`src/bcst_pkg.sv`:
```
// Purpose: Shared constants and types for the bulk/control split translator.
// Assumes: Packets arrive decoded.
// Notes: Buffer count default below.
//
// Notes on behaviour
// - Only one bulk/control split transaction is held per endpoint at a time.
// - Matching uses address and endpoint; bulk endpoints also compare direction.
// - Control endpoints match on address and endpoint only, never direction.
// - Match in pending or ready is a repeat; match in other status is fresh.
// - Scan from index 0; last old buffer wins without a match; else full.
// - Data timeout or bad data CRC after a start-split gives no handshake.
// - Start-split finding no space is answered NAK and nothing is stored.
// - Fresh start-split stores token and OUT data, goes pending, answers ACK.
// - Repeat start-split is answered ACK, its data dropped, buffer untouched.
// - Downstream errors retry locally; the third error records a stall result.
// - ACK, NAK or STALL downstream is never retried and is recorded as result.
// - Complete-split finding its buffer pending is answered NYET.
// - Complete-split with no matching buffer is answered STALL.
// - Finished downstream transaction saves result and IN data, pending to ready.
// - Complete-split answered from a ready buffer turns it old, result kept.
// - At least two transaction buffers, each with token info and result.
// - Every buffer leaves reset in old status, free for a start-split.
package bcst_pkg;

  localparam int ADDR_W = 7;
  localparam int EP_W = 4;
  localparam int DATA_W = 8;
  localparam int MAX_PKT = 64;
  localparam int OFS_W = 6;
  localparam int LEN_W = 7;
  localparam int NUM_BUF_DEF = 2;
  localparam int FIFO_DEPTH = 32;
  localparam int ERR_W = 2;
  localparam logic [ERR_W-1:0] ERR_LIMIT = 2'h3;
  localparam logic [ERR_W-1:0] ERR_STEP = 2'h1;
  localparam logic [LEN_W-1:0] LEN_ONE = 7'h01;
  localparam logic [LEN_W-1:0] LEN_MAX = 7'h40;

  // Transaction status of one buffer
  typedef enum logic [1:0] {ST_OLD, ST_PENDING, ST_READY} bcst_status_t;

  // Answer sent upstream to the host controller
  typedef enum logic [2:0] {HSK_ACK, HSK_NAK, HSK_NYET, HSK_STALL, HSK_DATA} bcst_hsk_t;

  // Result reported by the downstream bus engine
  typedef enum logic [1:0] {RES_ACK, RES_NAK, RES_STALL, RES_ERR} bcst_res_t;

  // Outcome of the buffer lookup
  typedef enum logic [1:0] {LK_FULL, LK_FRESH, LK_REPEAT} bcst_lookup_t;

  localparam bcst_status_t STATUS_RST = ST_OLD;
  localparam bcst_res_t RESULT_RST = RES_NAK;

endpackage : bcst_pkg

```
`src/bcst_stream_if.sv`:
```
// Purpose: Valid/ready byte stream between the translator and its FIFO.
// Assumes: Single clock domain.
// Notes: Data moves when valid and ready are both high.
`timescale 1ns/100ps
interface bcst_stream_if #(parameter int WIDTH = 8);
  logic valid;
  logic ready;
  logic [WIDTH-1:0] data;

  // Producer and consumer views
  modport src (output valid, output data, input ready);
  modport snk (input valid, input data, output ready);
endinterface : bcst_stream_if

```
`src/bcst_fifo.sv`:
```
// Purpose: OUT payload FIFO.
// Assumes: DEPTH is a power of two.
// Notes: Full and empty come from wrap-bit pointers.
`timescale 1ns/100ps
module bcst_fifo #(
  parameter int WIDTH = 8,
  parameter int DEPTH = 32
) (
  input wire logic clk_i,
  input wire logic rst_i,
  bcst_stream_if.snk wr,
  bcst_stream_if.src rd
);
  localparam int PW = $clog2(DEPTH);

  logic [WIDTH-1:0] store [DEPTH];
  logic [PW:0] wr_ptr_r;
  logic [PW:0] rd_ptr_r;
  wire full = (wr_ptr_r[PW] != rd_ptr_r[PW]) && (wr_ptr_r[PW-1:0] == rd_ptr_r[PW-1:0]);
  wire empty = (wr_ptr_r == rd_ptr_r);
  wire do_wr = wr.valid && !full;
  wire do_rd = rd.ready && !empty;

  // Handshake outputs
  assign wr.ready = !full;
  assign rd.valid = !empty;
  assign rd.data = store[rd_ptr_r[PW-1:0]];

  // Pointer update
  always_ff @(posedge clk_i or posedge rst_i) begin
    if (rst_i) begin
      wr_ptr_r <= '0;
      rd_ptr_r <= '0;
    end else begin
      if (do_wr) wr_ptr_r <= wr_ptr_r + 1'b1;
      if (do_rd) rd_ptr_r <= rd_ptr_r + 1'b1;
    end
  end

  // Storage write
  always_ff @(posedge clk_i) begin
    if (do_wr) store[wr_ptr_r[PW-1:0]] <= wr.data;
  end
endmodule : bcst_fifo

```
`src/bcst_translator.sv`:
```
// Purpose: Bulk/control split handling of a transaction translator.
// Assumes: Tokens, data packets and downstream results arrive decoded.
// Notes: High-speed handler and downstream engine share the buffers.
`timescale 1ns/100ps
module bcst_translator #(
  parameter int NUM_BUF = bcst_pkg::NUM_BUF_DEF
) (
  input wire logic CLK_SYS_I,
  input wire logic RST_I,
  input wire logic HS_TOK_VALID_I,
  input wire logic HS_COMPLETE_I,
  input wire logic [bcst_pkg::ADDR_W-1:0] HS_DEV_ADDR_I,
  input wire logic [bcst_pkg::EP_W-1:0] HS_ENDPT_I,
  input wire logic HS_DIR_IN_I,
  input wire logic HS_EP_CTRL_I,
  input wire logic HS_RX_VALID_I,
  input wire logic [bcst_pkg::DATA_W-1:0] HS_RX_DATA_I,
  input wire logic HS_RX_END_I,
  input wire logic HS_RX_CRC_OK_I,
  input wire logic HS_TIMEOUT_I,
  output logic HS_HSK_VALID_O,
  output bcst_pkg::bcst_hsk_t HS_HSK_CODE_O,
  output logic HS_TX_VALID_O,
  output logic [bcst_pkg::DATA_W-1:0] HS_TX_DATA_O,
  output logic HS_TX_LAST_O,
  input wire logic HS_TX_READY_I,
  output logic HS_BUSY_O,
  output logic DS_REQ_VALID_O,
  input wire logic DS_REQ_READY_I,
  output logic [bcst_pkg::ADDR_W-1:0] DS_DEV_ADDR_O,
  output logic [bcst_pkg::EP_W-1:0] DS_ENDPT_O,
  output logic DS_DIR_IN_O,
  output logic DS_EP_CTRL_O,
  output logic [bcst_pkg::LEN_W-1:0] DS_LEN_O,
  output logic DS_OUT_VALID_O,
  output logic [bcst_pkg::DATA_W-1:0] DS_OUT_DATA_O,
  input wire logic DS_OUT_READY_I,
  input wire logic DS_IN_VALID_I,
  input wire logic [bcst_pkg::DATA_W-1:0] DS_IN_DATA_I,
  input wire logic DS_RES_VALID_I,
  input wire bcst_pkg::bcst_res_t DS_RES_CODE_I
);
  import bcst_pkg::*;

  localparam int IDX_W = (NUM_BUF > 1) ? $clog2(NUM_BUF) : 1;
  localparam int MEM_W = IDX_W + OFS_W;

  typedef enum {HS_IDLE, HS_RX, HS_TX} bcst_hs_state_t;
  typedef enum {DS_IDLE, DS_REQ, DS_FILL, DS_WAIT} bcst_ds_state_t;

  ////////////////////////////////////////////////////////////////////////////////
  // Buffer storage, one entry per transaction
  bcst_status_t status_r [NUM_BUF];
  logic used_r [NUM_BUF];
  logic [ADDR_W-1:0] dev_r [NUM_BUF];
  logic [EP_W-1:0] ep_r [NUM_BUF];
  logic dir_r [NUM_BUF];
  logic ctrl_r [NUM_BUF];
  logic [LEN_W-1:0] len_r [NUM_BUF];
  bcst_res_t res_r [NUM_BUF];
  logic [DATA_W-1:0] mem [NUM_BUF * MAX_PKT];

  bcst_hs_state_t hs_state_r;
  bcst_ds_state_t ds_state_r;
  bcst_lookup_t kind_r;
  logic [IDX_W-1:0] hs_idx_r;
  logic tok_dir_r;
  logic tok_ctrl_r;
  logic [ADDR_W-1:0] tok_dev_r;
  logic [EP_W-1:0] tok_ep_r;
  logic [LEN_W-1:0] rx_cnt_r;
  logic [LEN_W-1:0] tx_ptr_r;
  logic hsk_valid_r;
  bcst_hsk_t hsk_code_r;
  logic [DATA_W-1:0] tx_data_r;
  logic [IDX_W-1:0] ds_idx_r;
  logic [ERR_W-1:0] err_cnt_r;
  logic [LEN_W-1:0] fill_ptr_r;
  logic [LEN_W-1:0] in_cnt_r;

  ////////////////////////////////////////////////////////////////////////////////
  // Buffer lookup, all buffers in one cycle
  bcst_lookup_t lookup_result;
  logic [IDX_W-1:0] lookup_idx;
  logic lookup_hit;
  logic [NUM_BUF-1:0] buf_match;

  always_comb begin
    lookup_result = LK_FULL;
    lookup_idx = '0;
    lookup_hit = 1'b0;
    for (int i = 0; i < NUM_BUF; i++) begin
      buf_match[i] = used_r[i] && (ep_r[i] == HS_ENDPT_I) && (dev_r[i] == HS_DEV_ADDR_I)
        && (HS_EP_CTRL_I || (dir_r[i] == HS_DIR_IN_I));
      if (!lookup_hit) begin
        if (buf_match[i]) begin
          lookup_result = (status_r[i] == ST_PENDING || status_r[i] == ST_READY)
            ? LK_REPEAT : LK_FRESH;
          lookup_idx = IDX_W'(i);
          lookup_hit = 1'b1;
        end else if (status_r[i] == ST_OLD) begin
          lookup_result = LK_FRESH;
          lookup_idx = IDX_W'(i);
        end
      end
    end
  end

  // Named views of the lookup outcome
  wire lookup_fresh_request = (lookup_result == LK_FRESH);
  wire lookup_repeat_request = (lookup_result == LK_REPEAT);
  wire lookup_full = (lookup_result == LK_FULL);

  ////////////////////////////////////////////////////////////////////////////////
  // High-speed side decode
  wire tok_take = (hs_state_r == HS_IDLE) && HS_TOK_VALID_I;
  wire ss_in_take = tok_take && !HS_COMPLETE_I && HS_DIR_IN_I;
  wire ss_out_take = tok_take && !HS_COMPLETE_I && !HS_DIR_IN_I;
  wire cs_take = tok_take && HS_COMPLETE_I;
  wire rx_byte = (hs_state_r == HS_RX) && HS_RX_VALID_I;
  wire rx_good = (hs_state_r == HS_RX) && HS_RX_END_I && HS_RX_CRC_OK_I;
  wire rx_abort = (hs_state_r == HS_RX) && (HS_TIMEOUT_I || (HS_RX_END_I && !HS_RX_CRC_OK_I));
  wire accept_transition = (ss_in_take && lookup_fresh_request)
    || (rx_good && kind_r == LK_FRESH);
  wire repeat_accept_transition = (ss_in_take && lookup_repeat_request)
    || (rx_good && kind_r == LK_REPEAT);
  wire refuse_transition = (ss_in_take && lookup_full) || (rx_good && kind_r == LK_FULL);
  wire token_timeout_transition = rx_abort;
  wire [IDX_W-1:0] commit_idx = ss_in_take ? lookup_idx : hs_idx_r;
  wire cs_pending = cs_take && lookup_hit && (status_r[lookup_idx] == ST_PENDING);
  wire cs_done = cs_take && lookup_hit && !cs_pending;
  wire cs_data = cs_done && dir_r[lookup_idx] && (res_r[lookup_idx] == RES_ACK);
  wire cs_stream = cs_data && (len_r[lookup_idx] != '0);
  wire tx_fire = (hs_state_r == HS_TX) && HS_TX_READY_I;
  wire tx_last = (tx_ptr_r + LEN_ONE) == len_r[hs_idx_r];
  wire rx_store = rx_byte && (kind_r == LK_FRESH) && (rx_cnt_r < LEN_MAX);

  // Stored result mapped to a handshake
  bcst_hsk_t cs_code;
  always_comb begin
    case (res_r[lookup_idx])
      RES_ACK: cs_code = dir_r[lookup_idx] ? HSK_DATA : HSK_ACK;
      RES_NAK: cs_code = HSK_NAK;
      default: cs_code = HSK_STALL;
    endcase
  end

  // High-speed handler sequencing
  always_ff @(posedge CLK_SYS_I or posedge RST_I) begin
    if (RST_I) begin
      hs_state_r <= HS_IDLE;
    end else begin
      case (hs_state_r)
        HS_IDLE: begin
          if (ss_out_take) hs_state_r <= HS_RX;
          else if (cs_stream) hs_state_r <= HS_TX;
        end
        HS_RX: if (rx_good || rx_abort) hs_state_r <= HS_IDLE;
        HS_TX: if (tx_fire && tx_last) hs_state_r <= HS_IDLE;
        default: hs_state_r <= HS_IDLE;
      endcase
    end
  end

  // Token capture and byte counters
  always_ff @(posedge CLK_SYS_I or posedge RST_I) begin
    if (RST_I) begin
      kind_r <= LK_FULL;
      hs_idx_r <= '0;
      tok_dir_r <= 1'b0;
      tok_ctrl_r <= 1'b0;
      tok_dev_r <= '0;
      tok_ep_r <= '0;
      rx_cnt_r <= '0;
      tx_ptr_r <= '0;
    end else begin
      if (tok_take) begin
        kind_r <= lookup_result;
        hs_idx_r <= lookup_idx;
        tok_dir_r <= HS_DIR_IN_I;
        tok_ctrl_r <= HS_EP_CTRL_I;
        tok_dev_r <= HS_DEV_ADDR_I;
        tok_ep_r <= HS_ENDPT_I;
        rx_cnt_r <= '0;
        tx_ptr_r <= '0;
      end
      if (rx_store) rx_cnt_r <= rx_cnt_r + LEN_ONE;
      if (tx_fire) tx_ptr_r <= tx_ptr_r + LEN_ONE;
    end
  end

  // Handshake and IN data towards the host
  always_ff @(posedge CLK_SYS_I or posedge RST_I) begin
    if (RST_I) begin
      hsk_valid_r <= 1'b0;
      hsk_code_r <= HSK_NAK;
      tx_data_r <= '0;
    end else begin
      hsk_valid_r <= accept_transition || repeat_accept_transition || refuse_transition
        || cs_take;
      if (accept_transition || repeat_accept_transition) hsk_code_r <= HSK_ACK;
      else if (refuse_transition) hsk_code_r <= HSK_NAK;
      else if (cs_pending) hsk_code_r <= HSK_NYET;
      else if (cs_done) hsk_code_r <= cs_code;
      else if (cs_take) hsk_code_r <= HSK_STALL;
      if (cs_stream) tx_data_r <= mem[{lookup_idx, {OFS_W{1'b0}}}];
      else if (tx_fire && !tx_last) tx_data_r <= mem[{hs_idx_r, tx_ptr_r[OFS_W-1:0] + 1'b1}];
    end
  end

  assign HS_HSK_VALID_O = hsk_valid_r;
  assign HS_HSK_CODE_O = hsk_code_r;
  assign HS_TX_VALID_O = (hs_state_r == HS_TX);
  assign HS_TX_DATA_O = tx_data_r;
  assign HS_TX_LAST_O = (hs_state_r == HS_TX) && tx_last;
  assign HS_BUSY_O = (hs_state_r != HS_IDLE);

  ////////////////////////////////////////////////////////////////////////////////
  // Downstream engine: lowest-index pending buffer first
  logic pend_found;
  logic [IDX_W-1:0] pend_idx;
  always_comb begin
    pend_found = 1'b0;
    pend_idx = '0;
    for (int i = NUM_BUF - 1; i >= 0; i--) begin
      if (status_r[i] == ST_PENDING) begin
        pend_found = 1'b1;
        pend_idx = IDX_W'(i);
      end
    end
  end

  bcst_stream_if #(.WIDTH(DATA_W)) fifo_wr ();
  bcst_stream_if #(.WIDTH(DATA_W)) fifo_rd ();

  wire ds_req_fire = (ds_state_r == DS_REQ) && DS_REQ_READY_I;
  wire ds_push = (ds_state_r == DS_FILL) && (fill_ptr_r != len_r[ds_idx_r]);
  wire ds_fill_done = (ds_state_r == DS_FILL) && (fill_ptr_r == len_r[ds_idx_r]);
  wire ds_res = (ds_state_r == DS_WAIT) && DS_RES_VALID_I;
  wire ds_err = ds_res && (DS_RES_CODE_I == RES_ERR);
  wire ds_give_up = ds_err && ((err_cnt_r + ERR_STEP) == ERR_LIMIT);
  wire ds_retry = ds_err && !ds_give_up;
  wire ds_finish = ds_res && !ds_retry;
  wire ds_in_store = (ds_state_r == DS_WAIT) && DS_IN_VALID_I && (in_cnt_r < LEN_MAX);
  wire bcst_res_t ds_result = ds_give_up ? RES_STALL : DS_RES_CODE_I;

  assign fifo_wr.valid = ds_push;
  assign fifo_wr.data = mem[{ds_idx_r, fill_ptr_r[OFS_W-1:0]}];
  assign fifo_rd.ready = DS_OUT_READY_I;

  // Downstream sequencing with local retry
  always_ff @(posedge CLK_SYS_I or posedge RST_I) begin
    if (RST_I) begin
      ds_state_r <= DS_IDLE;
      ds_idx_r <= '0;
      err_cnt_r <= '0;
      fill_ptr_r <= '0;
      in_cnt_r <= '0;
    end else begin
      case (ds_state_r)
        DS_IDLE: if (pend_found) begin
          ds_state_r <= DS_REQ;
          ds_idx_r <= pend_idx;
          err_cnt_r <= '0;
        end
        DS_REQ: if (ds_req_fire) begin
          ds_state_r <= dir_r[ds_idx_r] ? DS_WAIT : DS_FILL;
          fill_ptr_r <= '0;
          in_cnt_r <= '0;
        end
        DS_FILL: begin
          if (ds_push && fifo_wr.ready) fill_ptr_r <= fill_ptr_r + LEN_ONE;
          if (ds_fill_done) ds_state_r <= DS_WAIT;
        end
        DS_WAIT: begin
          if (ds_in_store) in_cnt_r <= in_cnt_r + LEN_ONE;
          if (ds_retry) begin
            err_cnt_r <= err_cnt_r + ERR_STEP;
            ds_state_r <= DS_REQ;
          end else if (ds_finish) begin
            ds_state_r <= DS_IDLE;
          end
        end
        default: ds_state_r <= DS_IDLE;
      endcase
    end
  end

  assign DS_REQ_VALID_O = (ds_state_r == DS_REQ);
  assign DS_DEV_ADDR_O = dev_r[ds_idx_r];
  assign DS_ENDPT_O = ep_r[ds_idx_r];
  assign DS_DIR_IN_O = dir_r[ds_idx_r];
  assign DS_EP_CTRL_O = ctrl_r[ds_idx_r];
  assign DS_LEN_O = len_r[ds_idx_r];
  assign DS_OUT_VALID_O = fifo_rd.valid;
  assign DS_OUT_DATA_O = fifo_rd.data;

  bcst_fifo #(.WIDTH(DATA_W), .DEPTH(FIFO_DEPTH)) u_out_fifo (
    .clk_i(CLK_SYS_I),
    .rst_i(RST_I),
    .wr(fifo_wr),
    .rd(fifo_rd)
  );

  ////////////////////////////////////////////////////////////////////////////////
  // Buffer state updates from both handlers; they never touch one entry together
  always_ff @(posedge CLK_SYS_I or posedge RST_I) begin
    if (RST_I) begin
      for (int i = 0; i < NUM_BUF; i++) begin
        status_r[i] <= STATUS_RST;
        used_r[i] <= 1'b0;
        dev_r[i] <= '0;
        ep_r[i] <= '0;
        dir_r[i] <= 1'b0;
        ctrl_r[i] <= 1'b0;
        len_r[i] <= '0;
        res_r[i] <= RESULT_RST;
      end
    end else begin
      if (accept_transition && ss_in_take) begin
        status_r[commit_idx] <= ST_PENDING;
        used_r[commit_idx] <= 1'b1;
        dev_r[commit_idx] <= HS_DEV_ADDR_I;
        ep_r[commit_idx] <= HS_ENDPT_I;
        dir_r[commit_idx] <= HS_DIR_IN_I;
        ctrl_r[commit_idx] <= HS_EP_CTRL_I;
        len_r[commit_idx] <= '0;
      end else if (accept_transition) begin
        status_r[commit_idx] <= ST_PENDING;
        used_r[commit_idx] <= 1'b1;
        dev_r[commit_idx] <= tok_dev_r;
        ep_r[commit_idx] <= tok_ep_r;
        dir_r[commit_idx] <= tok_dir_r;
        ctrl_r[commit_idx] <= tok_ctrl_r;
        len_r[commit_idx] <= rx_cnt_r;
      end
      if (cs_done && status_r[lookup_idx] == ST_READY) begin
        status_r[lookup_idx] <= ST_OLD;
      end
      if (ds_finish) begin
        status_r[ds_idx_r] <= ST_READY;
        res_r[ds_idx_r] <= ds_result;
        if (dir_r[ds_idx_r]) len_r[ds_idx_r] <= in_cnt_r;
      end
    end
  end

  // Payload memory, OUT from host, IN from downstream
  always_ff @(posedge CLK_SYS_I) begin
    if (rx_store) mem[{hs_idx_r, rx_cnt_r[OFS_W-1:0]}] <= HS_RX_DATA_I;
    if (ds_in_store) mem[{ds_idx_r, in_cnt_r[OFS_W-1:0]}] <= DS_IN_DATA_I;
  end

endmodule : bcst_translator

```
`config.mk`:
```
export PLATFORM = sky130hd
export DESIGN_NAME = bcst_translator
export DESIGN_NICKNAME = d
export VERILOG_FILES = /design/src/bcst_pkg.sv /design/src/bcst_stream_if.sv /design/src/bcst_fifo.sv /design/src/bcst_translator.sv
export SDC_FILE = /design/constraint.sdc
export NUM_CORES = 2
export LEC_CHECK = 0
export BUFFER_PORTS_ARGS = -buffer_cell sky130_fd_sc_hd__buf_2
export CORE_MARGIN = 2
export CORE_UTILIZATION = 45
export DETAILED_ROUTE_END_ITERATION = 8
export PLACE_DENSITY_LB_ADDON = 0.12
export SYNTH_ARGS = -nofsm -noshare
export SYNTH_HDL_FRONTEND = slang
export SYNTH_SLANG_ARGS = --single-unit
```
`constraint.sdc`:
```
create_clock -name CLK_SYS_I -period 6.4 [get_ports CLK_SYS_I]
set_input_delay 0.96 -clock CLK_SYS_I [delete_from_list [all_inputs] [get_ports CLK_SYS_I]]
set_output_delay 0.96 -clock CLK_SYS_I [all_outputs]
set_load 0.01 [all_outputs]
```
==> metrics.yaml <==
status: "finished, final reports clean"
start_util_pct: 45.3
yosys_register_bits: 1405
path_clk_slew_ns: 0.06
cts_tree: "built"
grt_pass1_vias: 47800
synthArstFlopShare_pct: 8.90
grt_pass1_wl_um: 369000
critPathKind: "register to output port"
grt_use_total_pct: 29.4
clock_latency_ns: 0.83
htreeDepth: 4
final_common_cell: "edfxtp_1"
die_h_um: 420
drtAntennaViolNets: 0
crit_fanout: 36
layout.cells.non_filler: 7074
cts_buffer_depth: 3
ctsResizeCount: 0
hold_viol_final: 0
cts_root_buf: "clkbuf_16"
crit_arrival_ns: 4.08
antenna_found_initial: 5
drt-total-wl_um: 258000
rsz0062_at_grt: "no"
synth_fp_nets: 4792
grt_max_degree: 129
crit_path_end_kind: "output port"
finalNetCount: 4682
clock-sinks: 1405
fin_skew_ns: 0.0457
placed_area_um2: 80400
ys_dominant_reg_cell: "edfxtp_1"
yosys.cell_types.count: 69
hpwl_um: 166000
synth-edff-count: 1280
cts_setup_buffers: 0
coreArea_um2: 172000
cts_buffers: 165
die_area_um2: 176000
final_area_um2: 85800
ys_seq_area_share_pct: 53.4
fmax_mhz: 198
syn_inst: 4730
synth_area_per_cell_um2: 16.4
dp_slack_ns: 1.85
slew_violations: 0
setup_viol: 0
synth_warnings: 0
worst_pin_slew_ns: 1.40
filler_cell_count: 14300
io_pins: 89
syn_area_um2: 77800
p_leak_uw: 0.0267
vdd_drop_max_mv: 0.232
gr-total-overflow: 0
crit_required_ns: 5.44
critPathLaunchType: "register"
drive_above_1_share_pct: 46.6
dr.pass1.iters: 6
wire_per_inst_um: 36.5
hold_buffers: 0
layout_common_cells: "1280 x edfxtp_1, 1002 x mux2_2, 724 x mux4_2"
maxCapViolations: 0
finalWorstSetupSlack_ns: 1.36
hold_path.class: "input port to async pin"
die_x_um: 420
area_growth_syn_to_layout_pct: 10.2
dp_cells: 6762
place.gp.congestion: 0.946
power.density_nw_per_um2: 329
first_iter_violations: 6078
setup_tns_ns: 0
slew-limit-headroom_pct: 5.90
vias_per_cell: 6.74
rows: 152
placement.io_buffers: 88
finalCritPeriodShare_pct: 78.7
finalPower_uw: 28200
period_needed_ns: 5.04
drc: 0
vias: 47700
## Yosys cell counts (9+ instances only)
library cell	n	area share, %
edfxtp_1	1280	49
mux2_2	1002	15
mux4_2	724	21
clkbuf_1	374	1.8
nand2_1	230	1.1
nor2_1	176	0.85
dfrtp_1	122	3.9
o21ai_0	105	0.68
o22ai_1	105	0.84
mux2_1	64	0.93
nand3_1	60	0.39
buf_2	56	0.36
xnor2_1	44	0.50
buf_1	28	0.14
mux2i_1	24	0.31
nand4_1	24	0.19
inv_1	21	0.10
a21oi_1	18	0.12
ha_1	18	0.29
nor3_1	18	0.12
or3_1	17	0.14
xor2_1	16	0.18
nor2b_1	15	0.12
nor4_1	15	0.12
o221a_1	14	0.20
buf_6	13	0.19
nand2b_1	11	0.088
a21o_1	10	0.097
a22o_1	9	0.10
buf_4	9	0.087
## through the flow
stage / utilization [%] / hold slack, ns
after global placement: 46.8 / 0.476
after floorplan: - / 0.456
after detailed placement: 46.8 / 0.477
final: 49.9 / 0.247
after CTS: 49.9 / 0.236
after global routing: 49.9 / 0.285
## worst max-delay path, stage by stage (launching register included)
cell     delay (ns)
dfrtp_4        0.86
nand3_1        0.30
o21ai_1        0.61
nand2_4        0.49
xnor2_1        0.26
nor4_1         0.24
buf_4          0.23
and2_1         0.14
buf_2          0.13
## layer usage
metal / up-vias / part of all wire (%) / global-route usage (%)
met2: 2384 / 47 / 46.8
li1: 19200 / - / -
met4: 2 / 4.1 / 10.6
met3: 436 / 8.5 / 6.26
met5: - / 0.0062 / 0
met1: 25700 / 40 / 40.0
## kinds of logic after synthesis
family | synth area share, %
xor+xnor | 0.676
compound gates | 2.74
fa+ha+maj | 0.290
buf+inv | 2.68
simple gates | 3.47
flops | 53.4
mux | 36.7
## power by group
part	total, uW	switching [uW]	leakage (uW)	internal [uW]
clock network	9440	4090	0.00263	5350
logic	7430	4290	0.0110	3140
registers	11400	516	0.0131	10800
total	28200	8890	0.0267	19300
## registers in the layout, indices dropped and copies added, names as in the netlist, 3 cells and up
signal,cells
u_out_fifo.store,256
in_cnt_r,7
rx_cnt_r,7
tok_dev_r,7
u_out_fifo.wr_ptr_r,6
dev_r,14
ep_r,8
tok_ep_r,4
fill_ptr_r,7
HS_TX_DATA_O,8
HS_HSK_CODE_O,3
u_out_fifo.rd_ptr_r,6
mem,1024
res_r,4
status_r,4
tx_ptr_r,7
len_r,14
## cell type report
| cell class | instances | area, um^2 | share of cell area, % |
|---|---|---|---|
| clock buffer | 207 | 4350 | 5.07 |
| tap | 2310 | 2890 | 3.37 |
| timing repair buffer | 204 | 1580 | 1.84 |
| sequential | 1405 | 41600 | 48.5 |
| clock inverter | 99 | 1030 | 1.20 |
| inverter | 21 | 83.8 | 0.0978 |
| multi-input combinational | 2823 | 34200 | 39.9 |
| antenna | 5 | 12.5 | 0.0146 |
## path summary, 6_finish.rpt
path / from / to / slack [ns] / cells past startpoint
hold / removal: RST_I / u_out_fifo.rd_ptr_r[0] / 0.25 / 2
setup / recovery: tx_ptr_r[0] / HS_TX_LAST_O / 1.36 / 8
hold reg to reg: u_out_fifo.wr_ptr_r[5] / u_out_fifo.wr_ptr_r[5] / 0.49 / 1
max in group asynchronous: RST_I / tx_ptr_r[0] / 4.76 / 3
min in group CLK_SYS_I: DS_RES_CODE_I[0] / res_r[2] / 0.41 / 3
setup reg to reg: tx_ptr_r[0] / HS_TX_DATA_O[3] / 1.67 / 7
Power figures use the tool's default switching activity.
